--- config.mk ---
export PLATFORM = sky130hd
export DESIGN_NAME = csl_status_leds
export DESIGN_NICKNAME = d
export VERILOG_FILES = /design/src/common/csl_pkg.sv /design/src/csl_status_leds.sv /design/src/csl_blink_gen.sv
export SDC_FILE = /design/constraint.sdc
export NUM_CORES = 1
export LEC_CHECK = 0
export ABC_AREA = 1
export BUFFER_PORTS_ARGS = -buffer_cell sky130_fd_sc_hd__buf_4
export CORE_ASPECT_RATIO = 0.8
export CORE_MARGIN = 4
export CORE_UTILIZATION = 65
export DETAILED_ROUTE_END_ITERATION = 6
export GPL_ROUTABILITY_DRIVEN = 0
export PLACE_DENSITY = 0.92
export SKIP_LAST_GASP = 1
export SLEW_MARGIN = 40
export SYNTH_ARGS = -nofsm -noshare
export SYNTH_HDL_FRONTEND = slang
export SYNTH_SLANG_ARGS = --single-unit
--- constraint.sdc ---
create_clock -name sys_clk -period 3.7 [get_ports sys_clk]
set_clock_uncertainty 0.2 [all_clocks]
set_input_delay 0.37 -clock sys_clk [delete_from_list [all_inputs] [get_ports sys_clk]]
set_output_delay 0.37 -clock sys_clk [all_outputs]
set_load 0.05 [all_outputs]
--- src/common/csl_pkg.sv ---
package csl_pkg;

  // Clock rate of the card clock.
  localparam longint unsigned CLK_HZ = 200_000_000;

  // Converts a time in milliseconds to whole clock cycles, rounded up, at least one.
  function automatic int unsigned ms_to_cyc(input longint unsigned ms);
    longint unsigned cyc;
    cyc = (ms * CLK_HZ + 64'd999) / 64'd1000;
    if (cyc == 64'd0)
    begin
      cyc = 64'd1;
    end
    return int'(cyc[31:0]);
  endfunction

  // Board-link blink: 1 s period, lit 0.5 s and dark 0.5 s.
  localparam longint unsigned LINK_PERIOD_MS = 1000;
  localparam longint unsigned LINK_HALF_MS = LINK_PERIOD_MS / 2;
  localparam int unsigned LINK_HALF_CYC = ms_to_cyc(LINK_HALF_MS);

  // Repeating blink of the run and error indicators.
  localparam longint unsigned BLINK_ON_MS = 200;
  localparam longint unsigned BLINK_OFF_MS = 200;
  localparam int unsigned BLINK_ON_CYC = ms_to_cyc(BLINK_ON_MS);
  localparam int unsigned BLINK_OFF_CYC = ms_to_cyc(BLINK_OFF_MS);

  // Single flash: one short lit phase, then a long dark phase.
  localparam longint unsigned FLASH_ON_MS = 200;
  localparam longint unsigned FLASH_OFF_MS = 1000;
  localparam int unsigned FLASH_ON_CYC = ms_to_cyc(FLASH_ON_MS);
  localparam int unsigned FLASH_OFF_CYC = ms_to_cyc(FLASH_OFF_MS);

  // Fieldbus node state codes on the node_state input.
  localparam logic [1:0] NODE_INIT = 2'h0;
  localparam logic [1:0] NODE_PREOP = 2'h1;
  localparam logic [1:0] NODE_OPER = 2'h2;
  localparam logic [1:0] NODE_STOP = 2'h3;

  // Register byte offsets.
  localparam logic [7:0] REG_CTRL = 8'h00;
  localparam logic [7:0] REG_STATE = 8'h04;
  localparam logic [7:0] REG_IRQ_STATUS = 8'h08;
  localparam logic [7:0] REG_IRQ_MASK = 8'h0c;
  localparam logic [7:0] REG_MODE = 8'h10;

  // Control fields and reset values.
  localparam int CTRL_EN_BIT = 0;
  localparam int CTRL_TEST_BIT = 1;
  localparam logic [1:0] CTRL_RESET = 2'h1;
  localparam logic [7:0] IRQ_MASK_RESET = 8'h00;

  // Event bit positions in the interrupt status and mask registers.
  localparam int EVT_LINK_UP = 0;
  localparam int EVT_WL_ONLINE = 1;
  localparam int EVT_BUS_OFF = 2;
  localparam int EVT_INV_FAULT = 3;
  localparam int EVT_ADDR_BAD = 4;
  localparam int EVT_RX_ERR = 5;
  localparam int EVT_CARD_FAULT = 6;
  localparam int EVT_LINK_LOST = 7;
  localparam int EVT_W = 8;

  // Indicator display modes, one-hot.
  typedef enum logic [3:0] {
    CSL_MODE_OFF = 4'b0001,
    CSL_MODE_ON = 4'b0010,
    CSL_MODE_BLINK = 4'b0100,
    CSL_MODE_FLASH = 4'b1000
  } csl_mode_t;

endpackage

--- src/csl_status_leds.sv ---
// Decided for this implementation: the placing of the registers and the strobed register port.
`timescale 1ns/10ps
module csl_status_leds #(
  parameter int unsigned LINK_HALF_CYC = csl_pkg::LINK_HALF_CYC,
  parameter int unsigned BLINK_ON_CYC = csl_pkg::BLINK_ON_CYC,
  parameter int unsigned BLINK_OFF_CYC = csl_pkg::BLINK_OFF_CYC,
  parameter int unsigned FLASH_ON_CYC = csl_pkg::FLASH_ON_CYC,
  parameter int unsigned FLASH_OFF_CYC = csl_pkg::FLASH_OFF_CYC,
  parameter int ADDR_W = 8,
  parameter int DATA_W = 32
) (
  // Clock, reset and clock enable.
  input wire logic sys_clk,
  input wire logic reset_n,
  input wire logic clk_en,
  // Card status inputs.
  input wire logic board_link_setup,
  input wire logic board_link_up,
  input wire logic wireless_online,
  input wire logic [1:0] node_state,
  input wire logic card_fault,
  input wire logic bus_off,
  input wire logic inverter_fault,
  input wire logic addr_invalid,
  input wire logic rx_error,
  // Register port.
  input wire logic [ADDR_W-1:0] reg_addr,
  input wire logic [DATA_W-1:0] reg_wdata,
  input wire logic reg_wr,
  input wire logic reg_rd,
  output logic [DATA_W-1:0] reg_rdata,
  // Indicators and interrupt.
  output logic board_link_indicator,
  output logic wireless_link_indicator,
  output logic run_indicator,
  output logic error_indicator,
  output logic irq
);
  import csl_pkg::*;

  typedef struct packed {
    csl_mode_t board_mode;
    csl_mode_t run_mode;
    csl_mode_t err_mode;
    logic board_led;
    logic wl_led;
    logic run_led;
    logic err_led;
    logic [1:0] ctrl;
    logic [EVT_W-1:0] irq_status;
    logic [EVT_W-1:0] irq_mask;
    logic [EVT_W-2:0] prev_level;
    logic irq;
    logic [DATA_W-1:0] rdata;
  } csl_top_state_t;

  // Turns a display mode and the two pattern generators into a lamp level.
  function automatic logic mode_lit(input csl_mode_t mode, input logic blink, input logic flash);
    logic lit;
    lit = 1'b0;
    case (mode)
      CSL_MODE_OFF:
      begin
        lit = 1'b0;
      end
      CSL_MODE_ON:
      begin
        lit = 1'b1;
      end
      CSL_MODE_BLINK:
      begin
        lit = blink;
      end
      CSL_MODE_FLASH:
      begin
        lit = flash;
      end
      default:
      begin
        lit = 1'b0;
      end
    endcase
    return lit;
  endfunction

  // Compares an aligned word address against a register offset.
  function automatic logic hit(input logic [ADDR_W-1:0] addr, input logic [7:0] offset);
    return addr == ADDR_W'(offset);
  endfunction

  csl_top_state_t cur;
  csl_top_state_t next_cur;

  logic link_pat;
  logic run_blink_pat;
  logic run_flash_pat;
  logic err_blink_pat;
  logic err_flash_pat;
  logic board_restart;
  logic run_blink_restart;
  logic run_flash_restart;
  logic err_blink_restart;
  logic err_flash_restart;
  logic [EVT_W-2:0] level_now;
  logic [EVT_W-1:0] events;
  logic enabled;
  logic lamp_test;

  // Board-link blink with equal lit and dark halves.
  csl_blink_gen #(
    .ON_CYC(LINK_HALF_CYC),
    .OFF_CYC(LINK_HALF_CYC)
  ) u_link_gen (
    .sys_clk(sys_clk),
    .reset_n(reset_n),
    .clk_en(clk_en),
    .restart(board_restart),
    .pattern(link_pat)
  );

  // Run indicator repeating blink.
  csl_blink_gen #(
    .ON_CYC(BLINK_ON_CYC),
    .OFF_CYC(BLINK_OFF_CYC)
  ) u_run_blink (
    .sys_clk(sys_clk),
    .reset_n(reset_n),
    .clk_en(clk_en),
    .restart(run_blink_restart),
    .pattern(run_blink_pat)
  );

  // Run indicator single flash.
  csl_blink_gen #(
    .ON_CYC(FLASH_ON_CYC),
    .OFF_CYC(FLASH_OFF_CYC)
  ) u_run_flash (
    .sys_clk(sys_clk),
    .reset_n(reset_n),
    .clk_en(clk_en),
    .restart(run_flash_restart),
    .pattern(run_flash_pat)
  );

  // Error indicator repeating blink.
  csl_blink_gen #(
    .ON_CYC(BLINK_ON_CYC),
    .OFF_CYC(BLINK_OFF_CYC)
  ) u_err_blink (
    .sys_clk(sys_clk),
    .reset_n(reset_n),
    .clk_en(clk_en),
    .restart(err_blink_restart),
    .pattern(err_blink_pat)
  );

  // Error indicator single flash.
  csl_blink_gen #(
    .ON_CYC(FLASH_ON_CYC),
    .OFF_CYC(FLASH_OFF_CYC)
  ) u_err_flash (
    .sys_clk(sys_clk),
    .reset_n(reset_n),
    .clk_en(clk_en),
    .restart(err_flash_restart),
    .pattern(err_flash_pat)
  );

  // Each pattern restarts with a lit phase when its indicator enters that mode.
  assign board_restart = (next_cur.board_mode == CSL_MODE_BLINK) && (cur.board_mode != CSL_MODE_BLINK);
  assign run_blink_restart = (next_cur.run_mode == CSL_MODE_BLINK) && (cur.run_mode != CSL_MODE_BLINK);
  assign run_flash_restart = (next_cur.run_mode == CSL_MODE_FLASH) && (cur.run_mode != CSL_MODE_FLASH);
  assign err_blink_restart = (next_cur.err_mode == CSL_MODE_BLINK) && (cur.err_mode != CSL_MODE_BLINK);
  assign err_flash_restart = (next_cur.err_mode == CSL_MODE_FLASH) && (cur.err_mode != CSL_MODE_FLASH);

  assign level_now = {card_fault, rx_error, addr_invalid, inverter_fault, bus_off, wireless_online, board_link_up};
  assign enabled = cur.ctrl[CTRL_EN_BIT];
  assign lamp_test = cur.ctrl[CTRL_TEST_BIT];

  always_comb
  begin
    next_cur = cur;
    events = '0;

    // Board-link indicator mode.
    if (board_link_setup)
    begin
      next_cur.board_mode = CSL_MODE_ON;
    end
    else if (board_link_up)
    begin
      next_cur.board_mode = CSL_MODE_BLINK;
    end
    else
    begin
      next_cur.board_mode = CSL_MODE_OFF;
    end

    // Run indicator mode; a fault overrides every node state.
    if (card_fault)
    begin
      next_cur.run_mode = CSL_MODE_OFF;
    end
    else
    begin
      case (node_state)
        NODE_OPER:
        begin
          next_cur.run_mode = CSL_MODE_ON;
        end
        NODE_PREOP:
        begin
          next_cur.run_mode = CSL_MODE_BLINK;
        end
        NODE_STOP:
        begin
          next_cur.run_mode = CSL_MODE_FLASH;
        end
        default:
        begin
          next_cur.run_mode = CSL_MODE_OFF;
        end
      endcase
    end

    // Error indicator mode, highest priority first.
    if (bus_off || inverter_fault)
    begin
      next_cur.err_mode = CSL_MODE_ON;
    end
    else if (addr_invalid)
    begin
      next_cur.err_mode = CSL_MODE_BLINK;
    end
    else if (rx_error)
    begin
      next_cur.err_mode = CSL_MODE_FLASH;
    end
    else
    begin
      next_cur.err_mode = CSL_MODE_OFF;
    end

    // Lamp levels from the registered modes and the pattern generators; the wireless lamp follows wireless_online.
    if (lamp_test)
    begin
      next_cur.board_led = 1'b1;
      next_cur.wl_led = 1'b1;
      next_cur.run_led = 1'b1;
      next_cur.err_led = 1'b1;
    end
    else if (!enabled)
    begin
      next_cur.board_led = 1'b0;
      next_cur.wl_led = 1'b0;
      next_cur.run_led = 1'b0;
      next_cur.err_led = 1'b0;
    end
    else
    begin
      next_cur.board_led = mode_lit(cur.board_mode, link_pat, 1'b0);
      next_cur.wl_led = wireless_online;
      next_cur.run_led = mode_lit(cur.run_mode, run_blink_pat, run_flash_pat);
      next_cur.err_led = mode_lit(cur.err_mode, err_blink_pat, err_flash_pat);
    end

    // Events are rising edges of the seven status inputs in level_now (not board_link_setup or node_state), plus loss of the board link.
    events[EVT_W-2:0] = level_now & ~cur.prev_level;
    events[EVT_LINK_LOST] = cur.prev_level[EVT_LINK_UP] && !board_link_up;
    next_cur.prev_level = level_now;

    // Register reads; data stand only in the cycle after the strobe.
    next_cur.rdata = '0;
    if (reg_rd)
    begin
      if (hit(reg_addr, REG_CTRL))
      begin
        next_cur.rdata = DATA_W'(cur.ctrl);
      end
      else if (hit(reg_addr, REG_STATE))
      begin
        next_cur.rdata = DATA_W'({node_state, level_now});
      end
      else if (hit(reg_addr, REG_IRQ_STATUS))
      begin
        next_cur.rdata = DATA_W'(cur.irq_status);
      end
      else if (hit(reg_addr, REG_IRQ_MASK))
      begin
        next_cur.rdata = DATA_W'(cur.irq_mask);
      end
      else if (hit(reg_addr, REG_MODE))
      begin
        next_cur.rdata = DATA_W'({cur.err_mode, cur.run_mode, cur.board_mode});
      end
      else
      begin
        next_cur.rdata = '0;
      end
    end

    // A read of the status clears it, but an event in the same cycle still sets.
    if (reg_rd && hit(reg_addr, REG_IRQ_STATUS))
    begin
      next_cur.irq_status = events;
    end
    else
    begin
      next_cur.irq_status = cur.irq_status | events;
    end

    // Register writes.
    if (reg_wr)
    begin
      if (hit(reg_addr, REG_CTRL))
      begin
        next_cur.ctrl = reg_wdata[1:0];
      end
      else if (hit(reg_addr, REG_IRQ_MASK))
      begin
        next_cur.irq_mask = reg_wdata[EVT_W-1:0];
      end
    end

    next_cur.irq = |(next_cur.irq_status & next_cur.irq_mask);
  end

  always_ff @(posedge sys_clk or negedge reset_n)
  begin
    if (!reset_n)
    begin
      cur.board_mode <= CSL_MODE_OFF;
      cur.run_mode <= CSL_MODE_OFF;
      cur.err_mode <= CSL_MODE_OFF;
      cur.board_led <= 1'b0;
      cur.wl_led <= 1'b0;
      cur.run_led <= 1'b0;
      cur.err_led <= 1'b0;
      cur.ctrl <= CTRL_RESET;
      cur.irq_status <= '0;
      cur.irq_mask <= IRQ_MASK_RESET;
      cur.prev_level <= '0;
      cur.irq <= 1'b0;
      cur.rdata <= '0;
    end
    else if (clk_en)
    begin
      cur <= next_cur;
    end
  end

  assign reg_rdata = cur.rdata;
  assign board_link_indicator = cur.board_led;
  assign wireless_link_indicator = cur.wl_led;
  assign run_indicator = cur.run_led;
  assign error_indicator = cur.err_led;
  assign irq = cur.irq;

endmodule

--- src/csl_blink_gen.sv ---
`timescale 1ns/10ps
module csl_blink_gen #(
  parameter int unsigned ON_CYC = 1,
  parameter int unsigned OFF_CYC = 1,
  parameter int CNT_W = 32
) (
  // Clock and reset.
  input wire logic sys_clk,
  input wire logic reset_n,
  input wire logic clk_en,
  // Pattern control.
  input wire logic restart,
  output logic pattern
);
  import csl_pkg::*;

  typedef struct packed {
    logic [CNT_W-1:0] cnt;
    logic lit;
  } csl_gen_state_t;

  localparam logic [CNT_W-1:0] ON_LAST = CNT_W'(ON_CYC - 1);
  localparam logic [CNT_W-1:0] OFF_LAST = CNT_W'(OFF_CYC - 1);

  csl_gen_state_t cur;
  csl_gen_state_t next_cur;

  // Lit phase first, then dark phase, repeating; restart begins a fresh lit phase.
  always_comb
  begin
    next_cur = cur;
    if (restart)
    begin
      next_cur.cnt = '0;
      next_cur.lit = 1'b1;
    end
    else if ((cur.lit && cur.cnt == ON_LAST) || (!cur.lit && cur.cnt == OFF_LAST))
    begin
      next_cur.cnt = '0;
      next_cur.lit = !cur.lit;
    end
    else
    begin
      next_cur.cnt = cur.cnt + 1'b1;
    end
  end

  always_ff @(posedge sys_clk or negedge reset_n)
  begin
    if (!reset_n)
    begin
      cur <= '{cnt: '0, lit: 1'b1};
    end
    else if (clk_en)
    begin
      cur <= next_cur;
    end
  end

  assign pattern = cur.lit;

endmodule

---- Yosys cells after proc, flatten, opt, wreduce, memory -nomap -nowiden ----
Cells that the tools add are included.
storage, ports and cells
  memory bits (read-only) ................. 0
  word-level logic and storage cells ...... 143
  input port bits ......................... 55
  flip-flop bits (word level) ............. 239
  memories ................................ 0
  bits in writable memories ............... 0
  bits in latches ......................... 0
  output and inout port bits .............. 37
cells by class
  shifts and indexed selects .............. 0
  add/subtract/negate cells ............... 5
  multipliers ............................. 0
  bitwise logic cells ..................... 4
  $lt $le $gt $ge ......................... 0
  mux-type cells .......................... 37
  equal/unequal tests ..................... 32
  div/mod/pow operators ................... 0
  reductions and logical operators ........ 42
operators by type and width
  operator                                                                  number
  33-bit 2-to-1 mux                                                         5
  32-bit by 1-bit adder with 32-bit output (second input constant)          5
  32-bit 2-to-1 mux                                                         5
  32-bit by 26-bit equality test with 1-bit output (second input constant)  4
  12-bit 2-to-1 mux                                                         6
  32-bit by 28-bit equality test with 1-bit output (second input constant)  2
  32-bit by 27-bit equality test with 1-bit output (second input constant)  1
  8-bit 2-to-1 mux                                                          4
  4-bit 2-to-1 mux                                                          7
  4-bit by 3-bit equality test with 1-bit output (second input constant)    6
  1-bit logical AND                                                         17
  4-bit equality test (second input constant)                               4
  8-bit by 4-bit equality test with 1-bit output (second input constant)    2
  4-bit by 2-bit equality test with 1-bit output (second input constant)    3
  4-bit by 3-bit inequality test with 1-bit output (second input constant)  3
  4-bit one-hot mux with 3 select lines                                     1
  2-bit AND reduction                                                       5
  2-bit nonzero test                                                        5
  8-bit bitwise AND                                                         1
  8-bit by 3-bit equality test with 1-bit output (second input constant)    1
  8-bit by 5-bit equality test with 1-bit output (second input constant)    1
  8-bit zero test                                                           1
  4-bit inequality test (second input constant)                             2
  8-bit OR                                                                  1
  12 further kinds                                                          28

---- Longest topological paths before layout ----
  depth after elaboration ................. 7
  depth in mapped cells ................... 13

---- Modules after synthesis ----
Synthesis repeated with hierarchy kept, for this count alone.
unflattened totals
  cell total of the unflattened synthesis .. 2033
  area, all modules ....................... 14212.4 µm²
modules (own cells, without submodules)
  module                            area an instance (µm²)  instances  cells each
  csl_blink_gen at u_err_blink ...  2177.1                  2          322
  csl_status_leds                   3019.1                  1          396
  csl_blink_gen at u_run_flash      2369.8                  1          339
  csl_blink_gen at u_err_flash      2349.8                  1          340
  csl_blink_gen at u_link_gen       2119.5                  1          314

---- Worst setup path after synthesis ----
OpenSTA, ideal clock, no wires.
  path kind ............................... register to register
  start ................................... register u_err_flash.cur[1] in the netlist's numbering
  end ..................................... register u_err_flash.cur[28] in the netlist's numbering
  required time ........................... 3382 ps
  buffers on the path ..................... 1
  library setup time ...................... 118 ps
  cell stages (with the launch flop) ...... 12
  arrival time ............................ 1478 ps
  slack ................................... 1904 ps
  cells stage by stage .................... dfrtp_1 > ha_1 > nand3_1 > nor2_1 > nand2_1 > nor2_1 > nand3_1 > nand3_2 > nand2_2 > inv_2 > buf_6 > nor2_1
on the way
  cells in the longest elaborated chain, start to end .. 5
  elaborated cells on any way between the ends .. 8
  those cells by class .................... 1 x add/sub; 2 x eq/ne; 2 x mux; 3 x reduce/logical
RTL lines
  element                                                                                           RTL line             RTL
  start, declared                                                                                   csl_blink_gen.sv:25  csl_gen_state_t cur;
  start signal, assigned                                                                            csl_blink_gen.sv:52  cur <= '{cnt: '0, lit: 1'b1};
  start signal, assigned                                                                            csl_blink_gen.sv:56  cur <= next_cur;
  parallel branches: the longest is 3 deep, another holds 32-bit by 1-bit adder with 32-bit output  --
  32-bit 2-to-1 mux (*)                                                                             csl_blink_gen.sv:37  else if ((cur.lit && cur.cnt == ON_LAST) || (!cur.lit && cur.cnt == OFF_LAST))
  33-bit 2-to-1 mux (*)                                                                             csl_blink_gen.sv:32  if (restart)
Every way passes the cells marked *.
A chain may end at the register's enable or synchronous reset.

---- Worst setup path in the final report ----
  start ................................... register u_run_blink.cur[1] in the netlist's numbering
  end ..................................... register u_run_blink.cur (netlist bit u_run_blink.pattern)
on the way
  cells in the longest elaborated chain, start to end .. 5
  elaborated cells on any way between the ends .. 6
  those cells by class .................... 1 x eq/ne; 5 x reduce/logical
RTL lines
  element                                               RTL line
  start, declared                                       csl_blink_gen.sv:25
  start signal, assigned                                csl_blink_gen.sv:52
  start signal, assigned                                csl_blink_gen.sv:56
  32-bit by 26-bit equality test with 1-bit output (*)  csl_blink_gen.sv:37
  1-bit logical AND                                     csl_blink_gen.sv:37
  1-bit logical OR (*)                                  csl_blink_gen.sv:37
  2-bit nonzero test (no line) (*)                      --
  2-bit AND reduction (no line) (*)                     --
Every way passes the cells marked *; elsewhere a longest branch is shown, timed or not.

==> impl_metrics.yaml <==
pwr:
  power.total_mw: 5.873
  ir_worst_vdd_mv: 0.4168
  power_leakage_nw: 6.825
  p_per_area_nw_per_um2: 395.7
run:
  max_cap_violations: 0
synth:
  synth_simple_gate_area_share_pct: 37.13
  synth_top_family_by_area: "simple AND/OR/NAND/NOR gates"
  netlist_instances: 1872
  synth_edf_count: 0
  synth_xor_area_share_pct: 4.738
  yosysSeqAreaShare_pct: 40.51
  ys_seq_elements: 218
  synth_top_cell_by_area: "dfrtp_1"
  yosysUniqueCellTypes: 51
  yosys-top-cells-area: "dfrtp_1 (39%), nand2_1 (12%), nor2_1 (8.1%), inv_1 (6.1%), nand3_1 (4.4%)"
  synthMuxAreaShare_pct: 0.2411
  async_flop_share_pct: 100.0
  synthAdderAreaFrac_pct: 0.4636
  synth_flop_cell: "dfrtp_1"
  synth_compound_area_share_pct: 6.583
  synth_top_area_share_pct: 38.76
  avgSynthCellArea_um2: 7.208
  netlist_area_um2: 13490
  ys_warn_count: 0
critical_path:
  crit_type: "reg2reg"
  cpMaxStageDelayCell: "dfrtp_1"
  cpMostUsedCell: "nand2_1"
  cp.arrival_ns: 2.57
  regToRegSetupSlack_ns: 1.34
  endpoint_kind: "flip-flop"
  rr_startpoint: "u_run_blink.cur[1]$_DFFE_PN0P_"
  critPathLaunchType: "flip-flop"
  crit_buf_inv: 2
  rr_endpoint: "u_run_blink.pattern$_DFFE_PN1P_"
  rr_worst_depth: 11
  cp.required_ns: 3.92
  crit_family: "simple AND/OR/NAND/NOR gates"
  path_cells: "ha_1 > nand3_1 > inv_2 > nand2_1 > nor3_1 > nand2_1 > nand2_1 > nand2_2 > inv_2 > o21ai_0 > o21ai_0"
  worstPathMaxFanout: 15
  slowest_delay_ns: 0.37
global_route:
  grt_overflow: 0
  grt_use_total_pct: 28.95
  grt_start_max_net_pins: 112
  antenna_found_initial: 0
  grt_pass1_vias: 12370
  grt_pass1_wl_mm: 56.69
layout:
  final_util_pct: 73.88
  drive_gt1_share_pct: 10.08
  finalNetCount: 1979
  antennaDiodeCount: 0
  area_delta_synth_final_pct: 9.977
floorplan:
  num_rows: 46
  coreArea_um2: 20090
  die_h_um: 136.9
  floorplan.initialDensity_pct: 67.18
  die_area_um2: 23140
  io_pins: 92
  die_w_um: 169.1
timing:
  slew_headroom_pct: 52.42
  rsz0062_at_grt: "false"
  setup_violations: 0
  worst_pin_slew_ns: 0.7099
  period_minus_slack_ns: 2.357
  timing.final.ws_setup_ns: 1.343
  finalSetupTns_ns: 0
  post-route-period-util_pct: 63.71
  fmax_ghz: 0.4242
  final_hold_viol_count: 0
  slew_violations: 0
min_path:
  hold-path-endpoint: "cur[44]$_DFFE_PN0P_"
  worstHoldPathType: "in2reg"
  min_from: "reg_wdata[4]"
  holdPathStages: 3
run_status:
  status: "complete, but fails checks"
  violations: "DRC"
routing:
  ant_nets: 0
  drtIter0Drc: 1563
  vias_per_cell: 5.870
  drc_errors: 28
  finalWirelength_mm: 33.55
  vias: 12910
  drt_pre_antenna_iters: 7
  wl_per_cell_um: 15.26
cts:
  cts_root_buf: "clkbuf_16"
  postCtsSetupBuffers: 0
  cts.sinks: 218
  cts_tree: "done"
  clock_latency_ns: 0.51
  clockBufferDepth: 3
  cts_resized: 0
  postCtsHoldBufs: 18
  cts_buffers: 23
  clk_pin_slew_ns: 0.06
  h-tree-depth: 1
place:
  hpwl_mm: 23.30
  port-buffer-count: 47
  pre_cts_slack_ns: 1.212
-- power breakdown --
group          switching, mW  internal (mW)  total [mW]
logic                  0.503          0.249       0.752
clock network          0.949           1.39        2.34
registers              0.195           2.59        2.79
-- sequential cells by signal (all words and copies together) (netlist names), 12 cells and up --
name             flops
reg_rdata           12
u_run_flash.cur     32
u_err_blink.cur     32
cur                 36
u_link_gen.cur      32
u_run_blink.cur     32
u_err_flash.cur     32
-- worst max-delay path by stage --
stage / startpoint / endpoint / slack, ns / depth (start not counted)
after floorplan: u_err_flash.cur[1]$_DFFE_PN0P_ / u_err_flash.cur[28]$_DFFE_PN0P_ / 1.90 / 11
after global placement: clk_en / u_err_flash.cur[16]$_DFFE_PN0P_ / 1.26 / 8
after detailed placement: clk_en / u_err_flash.cur[16]$_DFFE_PN0P_ / 1.21 / 8
after CTS: u_run_blink.cur[1]$_DFFE_PN0P_ / u_run_blink.pattern$_DFFE_PN1P_ / 1.34 / 11
after global routing: u_err_flash.cur[1]$_DFFE_PN0P_ / u_err_flash.cur[12]$_DFFE_PN0P_ / 1.14 / 10
final: u_run_blink.cur[1]$_DFFE_PN0P_ / u_run_blink.pattern$_DFFE_PN1P_ / 1.34 / 11
-- synthesized netlist by cell type (5+ instances only) --
master,n
nand2_1,449
nor2_1,290
inv_1,219
dfrtp_1,209
nand3_1,118
nand4_1,80
o21ai_0,77
nor3_1,66
xor2_1,64
a21oi_1,45
buf_4,39
inv_2,25
a31oi_1,17
buf_2,17
nand2_2,14
nor2_2,12
nor3_2,11
dfstp_2,9
nor4_1,9
xnor2_1,9
nand3_2,7
and3_1,6
nor3_4,6
o21ai_1,6
buf_6,5
ha_1,5
nor2_4,5
o211ai_1,5
-- through the flow --
step	area [um2]	hold slack (ns)	cells
after floorplan	13570	-0.1256	1891
after global placement	13870	0.2569	2139
after detailed placement	13870	0.2703	2139
after CTS	14810	0.007274	2198
after global routing	14840	0.04403	2199
final	14840	0.02349	2199
-- placed cells by master, fill, tap and decap left out, types with 25 or more instances in the layout --
cell type,Yosys,routed
dfrtp_1,209,209
nand2_1,449,449
buf_4,39,49
o21ai_0,77,77
inv_1,219,219
xor2_1,64,64
nand4_1,80,80
nor3_1,66,66
inv_2,25,25
a21oi_1,45,45
nor2_1,290,290
nand3_1,118,118
-- tightest hold or removal path, cell delays in order --
cell and delay, ns:
buf_4 0.11, nand3_1 0.12, a31oi_1 0.09
-- layer usage --
metal / GRT usage, % / routed length [um] / up-vias
li1: - / - / 6072
met1: 38.89 / 13780 / 6012
met2: 47.78 / 15840 / 687
met3: 4.158 / 2723 / 138
met4: 11.85 / 1202 / 0
met5: 0 / 0 / -
-- cell type report --
type,count,area (um2)
Timing Repair Buffer,72,650.6
Tap cell,264,330.3
Inverter,246,927.1
Clock inverter,7,91.34
Fill cell,1438,5246
Multi-Input combinational cell,1358,6708
Sequential cell,218,5466
Clock buffer,34,666.9
-- logic make-up after synthesis --
logic type / after synthesis
adders and majority gates: 5
buffers and inverters: 315
DFF: 218
AOI/OAI and AO/OA: 162
other: 1
and+or+nand+nor: 1095
muxes: 3
xor gates and xnor gates: 73
Power figures use the tool's default switching activity.
